## src/rtl/bscco_pkg.sv

```systemverilog
// Shared constants and types for the bit skip, call and clear executor.
// Assumes a single 50 MHz clock and an instruction cycle of four phases.
package bscco_pkg;

	localparam int PC_W = 13;
	localparam int INSTR_W = 14;
	localparam int DATA_W = 8;
	localparam int ADDR_W = 7;
	localparam int LIT_W = 11;
	localparam int BIT_W = 3;
	localparam int LATCH_W = 8;

	// Field positions inside the instruction word and the counter latch
	localparam int SKIP_OP_LSB = 10;
	localparam int CALL_OP_LSB = 11;
	localparam int CLR_OP_LSB = 7;
	localparam int BIT_LSB = 7;
	localparam int FILE_LSB = 0;
	localparam int LIT_LSB = 0;
	localparam int LATCH_LSB = 3;

	// Opcode values
	localparam logic [3:0] OP_SKIP_SET = 4'h7;
	localparam logic [2:0] OP_CALL = 3'h4;
	localparam logic [6:0] OP_CLR_FILE = 7'h03;
	localparam logic [6:0] OP_CLR_W = 7'h02;
	localparam logic [13:0] INSTR_NOP = 14'h0000;

	// Values after reset, the clear value and the counter step
	localparam logic [12:0] PC_RESET = 13'h0000;
	localparam logic [7:0] W_RESET = 8'h00;
	localparam logic [7:0] CLEAR_VALUE = 8'h00;
	localparam logic [12:0] PC_STEP = 13'h0001;

	// Clock cycles per phase and per instruction cycle
	localparam int PHASE_CYCLES = 1;
	localparam int INSTR_CYCLES = 4 * PHASE_CYCLES;

	typedef enum logic [3:0] {
		PH_Q1 = 4'h1,
		PH_Q2 = 4'h2,
		PH_Q3 = 4'h4,
		PH_Q4 = 4'h8
	} bscco_phase_t;

	typedef enum logic [1:0] {
		EX_RUN = 2'h1,
		EX_FLUSH = 2'h2
	} bscco_exec_t;

endpackage

```

## src/rtl/bscco_phase_if.sv

```systemverilog
// Carries the current instruction phase from the phase generator.
// Assumes both ends run on the same clock.
`timescale 1ns/1ps
interface bscco_phase_if;
	bscco_pkg::bscco_phase_t phase;
	modport gen (output phase);
	modport core (input phase);
endinterface

```

## src/rtl/bscco_phase_gen.sv

```systemverilog
// Four-phase generator: one phase per clock, Q1 to Q4, then again.
// Assumes a synchronous active-low reset on the same clock.
`timescale 1ns/1ps
module bscco_phase_gen (
	input wire logic clk_sys_i,
	input wire logic reset_n_i,
	bscco_phase_if.gen ph
);
	typedef struct packed {
		bscco_pkg::bscco_phase_t phase;
	} bscco_gen_state_t;

	bscco_gen_state_t s_reg;
	bscco_gen_state_t s_next;

	always_comb begin
		s_next = s_reg;
		case (s_reg.phase)
			bscco_pkg::PH_Q1: s_next.phase = bscco_pkg::PH_Q2;
			bscco_pkg::PH_Q2: s_next.phase = bscco_pkg::PH_Q3;
			bscco_pkg::PH_Q3: s_next.phase = bscco_pkg::PH_Q4;
			default: s_next.phase = bscco_pkg::PH_Q1;
		endcase
	end

	always_ff @(posedge clk_sys_i) begin
		if (!reset_n_i) begin
			s_reg.phase <= bscco_pkg::PH_Q1;
		end else begin
			s_reg <= s_next;
		end
	end

	assign ph.phase = s_reg.phase;
endmodule // bscco_phase_gen

```

## src/rtl/bscco_core.sv

```systemverilog
// Executor for skip-if-bit-set, call, clear file and clear working reg.
// Assumes program memory and file registers answer in the same clock.
// Functional notes
// - Skip on bit clear: next instruction runs normally, one cycle.
// - Skip on bit set: next instruction becomes a no-op, two cycles.
// - Clear file writes zero to file address 0..127, sets zero flag.
// - Call loads 11-bit literal into counter 10:0, latch 4:3 into 12:11.
`timescale 1ns/1ps
module bscco_core (
	input wire logic clk_sys_i,
	input wire logic reset_n_i,
	input wire logic [13:0] instr_i,
	output logic fetch_o,
	output logic [12:0] program_counter_o,
	input wire logic [7:0] file_rdata_i,
	output logic [6:0] file_addr_o,
	output logic [7:0] file_wdata_o,
	output logic file_we_o,
	input wire logic [7:0] program_counter_latch_high_i,
	output logic stack_push_o,
	output logic [12:0] top_of_stack_o,
	output logic [7:0] working_o,
	output logic zero_o,
	output logic flushing_o,
	output logic [3:0] phase_o
);
	typedef struct packed {
		bscco_pkg::bscco_exec_t mode;
		logic [13:0] instr;
		logic [7:0] fdata;
		logic [12:0] pc;
		logic [7:0] w;
		logic z;
		logic [6:0] addr;
		logic [7:0] wdata;
		logic we;
		logic push;
		logic [12:0] push_data;
		logic hold;
	} bscco_core_state_t;

	bscco_core_state_t s_reg;
	bscco_core_state_t s_next;
	bscco_phase_if ph ();

	bscco_phase_gen u_phase (
		.clk_sys_i(clk_sys_i),
		.reset_n_i(reset_n_i),
		.ph(ph.gen)
	);

	logic is_skip;
	logic is_call;
	logic is_clr_file;
	logic is_clr_w;
	logic bit_set;
	logic [2:0] bit_sel;
	logic [12:0] call_target;
	logic [12:0] pc_plus_one;

	assign is_skip = s_reg.instr[13:bscco_pkg::SKIP_OP_LSB]
		== bscco_pkg::OP_SKIP_SET;
	assign is_call = s_reg.instr[13:bscco_pkg::CALL_OP_LSB]
		== bscco_pkg::OP_CALL;
	assign is_clr_file = s_reg.instr[13:bscco_pkg::CLR_OP_LSB]
		== bscco_pkg::OP_CLR_FILE;
	assign is_clr_w = s_reg.instr[13:bscco_pkg::CLR_OP_LSB]
		== bscco_pkg::OP_CLR_W;
	assign bit_sel = s_reg.instr[bscco_pkg::BIT_LSB +: bscco_pkg::BIT_W];
	assign bit_set = s_reg.fdata[bit_sel];
	assign call_target = {
		program_counter_latch_high_i[bscco_pkg::LATCH_LSB +: 2],
		s_reg.instr[bscco_pkg::LIT_LSB +: bscco_pkg::LIT_W]};
	assign pc_plus_one = s_reg.pc + bscco_pkg::PC_STEP;

	always_comb begin
		s_next = s_reg;
		s_next.we = 1'b0;
		s_next.push = 1'b0;
		case (ph.phase)
			bscco_pkg::PH_Q1: begin
				// Decode; a flushed slot decodes as a no-op
				if (s_reg.mode == bscco_pkg::EX_FLUSH) begin
					s_next.instr = bscco_pkg::INSTR_NOP;
				end else begin
					s_next.instr = instr_i;
				end
				s_next.addr = instr_i[bscco_pkg::FILE_LSB +: bscco_pkg::ADDR_W];
			end
			bscco_pkg::PH_Q2: begin
				s_next.fdata = file_rdata_i;
			end
			bscco_pkg::PH_Q3: begin
				if (is_clr_file) begin
					s_next.wdata = bscco_pkg::CLEAR_VALUE;
					s_next.we = 1'b1;
				end
				if (is_call) begin
					s_next.push = 1'b1;
					s_next.push_data = pc_plus_one;
				end
			end
			bscco_pkg::PH_Q4: begin
				s_next.mode = bscco_pkg::EX_RUN;
				s_next.hold = 1'b0;
				// Call's no-op slot keeps the counter on the target
				s_next.pc = s_reg.hold ? s_reg.pc : pc_plus_one;
				if (is_clr_file) begin
					s_next.z = 1'b1;
				end
				if (is_clr_w) begin
					s_next.w = bscco_pkg::CLEAR_VALUE;
					s_next.z = 1'b1;
				end
				if (is_call) begin
					s_next.pc = call_target;
					s_next.mode = bscco_pkg::EX_FLUSH;
					s_next.hold = 1'b1;
				end
				if (is_skip && bit_set) begin
					s_next.mode = bscco_pkg::EX_FLUSH;
				end
			end
			default: begin
				s_next = s_reg;
			end
		endcase
	end

	always_ff @(posedge clk_sys_i) begin
		if (!reset_n_i) begin
			s_reg.mode <= bscco_pkg::EX_RUN;
			s_reg.instr <= bscco_pkg::INSTR_NOP;
			s_reg.fdata <= bscco_pkg::CLEAR_VALUE;
			s_reg.pc <= bscco_pkg::PC_RESET;
			s_reg.w <= bscco_pkg::W_RESET;
			s_reg.z <= 1'b0;
			s_reg.addr <= 7'h00;
			s_reg.wdata <= bscco_pkg::CLEAR_VALUE;
			s_reg.we <= 1'b0;
			s_reg.push <= 1'b0;
			s_reg.push_data <= bscco_pkg::PC_RESET;
			s_reg.hold <= 1'b0;
		end else begin
			s_reg <= s_next;
		end
	end

	assign fetch_o = ph.phase == bscco_pkg::PH_Q1;
	assign program_counter_o = s_reg.pc;
	assign file_addr_o = s_reg.addr;
	assign file_wdata_o = s_reg.wdata;
	assign file_we_o = s_reg.we;
	assign stack_push_o = s_reg.push;
	assign top_of_stack_o = s_reg.push_data;
	assign working_o = s_reg.w;
	assign zero_o = s_reg.z;
	assign flushing_o = s_reg.mode == bscco_pkg::EX_FLUSH;
	assign phase_o = ph.phase;

	// Helpers for the checks below
	logic at_q3;
	logic at_q4;
	logic [12:0] pc_seen;
	assign at_q3 = ph.phase == bscco_pkg::PH_Q3;
	assign at_q4 = ph.phase == bscco_pkg::PH_Q4;
	assign pc_seen = s_reg.pc;
endmodule // bscco_core

```

## config.mk

```make
export PLATFORM = sky130hd
export DESIGN_NAME = bscco_core
export DESIGN_NICKNAME = d
export VERILOG_FILES = /design/src/rtl/bscco_pkg.sv /design/src/rtl/bscco_phase_if.sv /design/src/rtl/bscco_phase_gen.sv /design/src/rtl/bscco_core.sv
export SDC_FILE = /design/constraint.sdc
export NUM_CORES = 1
export LEC_CHECK = 0
export BUFFER_PORTS_ARGS = -buffer_cell sky130_fd_sc_hd__buf_2
export CAP_MARGIN = 30
export CORE_MARGIN = 8
export CORE_UTILIZATION = 45
export DETAILED_ROUTE_END_ITERATION = 12
export PLACE_DENSITY = 0.7
export REMOVE_ABC_BUFFERS = 1
export SYNTH_ARGS = -nofsm -noshare
export SYNTH_HDL_FRONTEND = slang
export SYNTH_SLANG_ARGS = --single-unit
```

## constraint.sdc

```tcl
create_clock -name clk_sys_i -period 3 [get_ports clk_sys_i]
set_input_delay 0.3 -clock clk_sys_i [delete_from_list [all_inputs] [get_ports clk_sys_i]]
set_output_delay 0.3 -clock clk_sys_i [all_outputs]
set_load 0.005 [all_outputs]
```

==> flow_summary_export.csv <==
group,metric,value,unit
place,gp_congestion,0.7845,
place,place_hpwl,5214,um
logic_synthesis,yosys.area_share.xor_xnor,2.688,%
clocking,cts_setup_buffers,0,
clocking,clk_pin_slew_worst_paths,0.07,ns
min_path,worstHoldPathType,"in2reg",
pwr,power.density,538.8,mW/mm^2
global_routing,overflow,0,
min_path,hold_start,"file_rdata_i[6]",
logic_synthesis,yosys.area_share.adder,0.3840,%
setup_path,r2r_slack,0.97,ns
layout,synthToLayoutAreaGrowth,7.181,%
clocking,cts_tree,"done",
timing,tightest_slew,0.8511,ns
setup_path,crit_chain,"nor2_1 > nand3b_1 > inv_1 > buf_2",
route,drtPass1Iterations,4,
floorplan,io_pins,90,
clocking,clk_path_buf_depth,2,
setup_path,end_kind,"output pin",
route,first_iter_violations,93,
logic_synthesis,async_reset_ff_share,0,%
logic_synthesis,ys_seq_area_share,39.94,%
pwr,power,0.001882,W
timing,setup_violations,0,
timing,min_period,2.116,ns
timing,setup_tns,0,ns
layout,layout-drive-gt1-share,22.82,%
job,max_cap_viol_count,0,
clocking,clk_latency,0.34,ns
timing,finalWorstSetupSlack,0.8839,ns
logic_synthesis,synth-simple-area-share,22.35,%
timing,hold_violations,0,
logic_synthesis,synth_cell_types,49,
clocking,ctsResizeCount,0,
setup_path,timing.rr.start,"u_phase.ph.phase[3]$_SDFF_PN0_",
logic_synthesis,ys.flop_type,"dfxtp_1",
floorplan,die-area,0.01022,sq mm
layout,largest_register_ffs,14,
setup_path,cp_max_fo,23,
setup_path,critical_path_arrival,1.82,ns
layout,diodes,0,
pwr,peakVddDrop,0.2885,mV
run_status,status,"finished, final reports clean",
timing,rsz0062_at_grt,"false",
place,pre_cts_slack,0.9772,ns
timing,final_max_slew_viol_count,0,
layout,nFillCells,753,
setup_path,reg2regPathDepth,4,
floorplan,die-width,101.1,um
pwr,leakage,1.370,nW
timing,skew,0.008443,ns
timing,max_clock_freq,0.4726,GHz
setup_path,r2r_end,"program_counter_o[11]$_SDFFE_PN0P_",
logic_synthesis,synth_top_family_by_area,"simple AND/OR/NAND/NOR gates",
place,io_buffer_count,67,
layout,final_cells,524,
global_routing,grt_pass1_vias,2575,
timing,slew_headroom,43.11,%
global_routing,grt_max_degree,46,
clocking,cts_made_buffers,9,
setup_path,crit_type,"reg2out",
logic_synthesis,synth_area,0.003258,sq mm
logic_synthesis,ys_warn_count,0,
route,via_per_inst,5.044,
clocking,numClockSinks,65,
logic_synthesis,synthCells,398,
clocking,cts_root_buf,"clkbuf_8",
floorplan,start_util,45.65,%
global_routing,grt_usage,15.22,%
logic_synthesis,synth_compound_area_share,17.70,%
floorplan,die_h,101.1,um
route,routed_wl,7548,um
route,wire_per_inst,14.40,um
timing,post-route-period-util,70.54,%
clocking,cts_hold_buf,0,
logic_synthesis,ys_seq_elements,65,
clocking,htree_levels,3,
logic_synthesis,synth-edff-count,0,
setup_path,start_kind,"flop",
global_routing,grt_pass1_wl,12300,um
route,ant_nets,0,
global_routing,antenna_found_initial,0,
setup_path,worstPathRequired,2.70,ns
logic_synthesis,synth.avg_cell_area,8.186,sq um
setup_path,slowest_delay,0.56,ns
floorplan,row_count,31,
floorplan,core,0.007137,sq mm
logic_synthesis,muxShareOfSynthArea,1.382,%
min_path,min_path_cells,3,
route,route.detailed.drc,0,
min_path,min_to,"s_reg[59]$_SDFFE_PN0N_",
route,vias,2643,
layout,nets,453,
place,dp_cells,508,
setup_path,slowest_stage,"inv_1",
==> worst max-delay path, delay by kind of cell (launching register included) <==
| kind | cells | cell delay [ns] |
|---|---|---|
| buf+inv | 2 | 0.79 |
| flops | 1 | 0.38 |
| simple gates | 2 | 0.30 |
==> power by group <==
group	leakage (nW)	internal [W]	switching [W]
Clock	0.0846	0.000344	0.000340
Combinational	0.757	0.0000900	0.000154
Sequential	0.529	0.000911	0.0000430
Total	1.37	0.00134	0.000537
==> cells by family after synthesis <==
group                    count (synthesis)
AND/OR/NAND/NOR                        150
multiplexers                             2
XOR/XNOR                                10
other                                    1
adder cells (fa/ha/maj)                  1
buffers and inverters                   77
AO/OA/AOI/OAI                           92
flip-flops                              65
==> synth_stat cells, types with 3 or more instances <==
cell      instances  area share (%)
a211oi_1          6             1.4
a21oi_1          42             6.5
and2_1            6             1.2
buf_1             3            0.35
buf_2             6            0.92
buf_4            49              11
buf_6             3             1.0
clkbuf_1         13             1.5
dfxtp_1          65              40
inv_1             3            0.35
nand2_1          59             6.8
nand2b_1          3            0.58
nand3_1          26             4.0
nand4_1           5            0.96
nor2_1           20             2.3
nor3_1           14             2.2
o211ai_1          3            0.69
o21a_1            6             1.4
o21ai_0          12             1.8
o21ai_1           6            0.92
xnor2_1           6             1.6
xor2_1            4             1.1
==> cells in the final DEF (no fill, tap or decap), drive strengths merged, types with 2 or more instances in the layout <==
cell | netlist | routed
a211oi | 6 | 6
a21boi | 2 | 2
a21oi | 45 | 45
a22oi | 2 | 2
and2 | 6 | 6
and3 | 2 | 2
buf | 61 | 70
clkbuf | 13 | 12
clkinvlp | 0 | 3
conb | 1 | 16
dfxtp | 65 | 65
inv | 3 | 3
mux4 | 2 | 2
nand2 | 60 | 60
nand2b | 3 | 3
nand3 | 26 | 26
nand3b | 2 | 2
nand4 | 5 | 5
nor2 | 20 | 20
nor3 | 14 | 14
nor3b | 2 | 2
nor4b | 2 | 2
o211ai | 3 | 3
o21a | 6 | 6
o21ai | 18 | 18
o221ai | 2 | 2
o22ai | 2 | 2
or4 | 2 | 2
xnor2 | 6 | 6
xor2 | 4 | 4
==> stage by stage <==
stage	hold slack, ns	util [%]	instance area [sq um]
4_1_cts	0.1804	48.93	3492
5_1_grt	0.1901	48.93	3492
3_5_place_dp	0.4394	46.37	3309
3_3_place_gp	0.4343	46.37	3309
2_1_floorplan	0.3711	-	2823
6_report	0.1887	48.93	3492
==> routing by layer <==
metal	share of wire, %	GRT usage [%]	wire [um]	up-vias
met5	0	0	0	-
met4	1.8	8.477	136	0
met3	7.0	4.351	527	11
met2	44	23.23	3356	88
met1	47	18.72	3528	1189
li1	-	-	-	1355
==> worst max-delay path by stage <==
| stage | startpoint | to | slack [ns] | cells past startpoint |
|---|---|---|---|---|
| 2_1_floorplan | s_reg[74]$_SDFFE_PN0P_ | top_of_stack_o[2]$_SDFFE_PN0P_ | 0.12 | 4 |
| 3_3_place_gp | u_phase.ph.phase[2]$_SDFF_PN0_ | top_of_stack_o[2]$_SDFFE_PN0P_ | 1.04 | 4 |
| 3_5_place_dp | u_phase.ph.phase[2]$_SDFF_PN0_ | top_of_stack_o[8]$_SDFFE_PN0P_ | 0.98 | 4 |
| 4_1_cts | u_phase.ph.phase[2]$_SDFF_PN0_ | fetch_o | 0.88 | 4 |
| 5_1_grt | u_phase.ph.phase[2]$_SDFF_PN0_ | fetch_o | 0.74 | 4 |
| 6_report | u_phase.ph.phase[2]$_SDFF_PN0_ | fetch_o | 0.88 | 4 |
==> area by class of cell <==
class,count,area (sq um),area share [%]
multi-input combinational,271,1515,43.39
clock inverter,4,27.53,0.7882
timing repair buffer,70,357.8,10.25
tap,99,123.9,3.547
clock buffer,12,155.1,4.443
sequential,65,1301,37.26
inverter,3,11.26,0.3225
No activity file was read; power rests on OpenSTA's default activity.
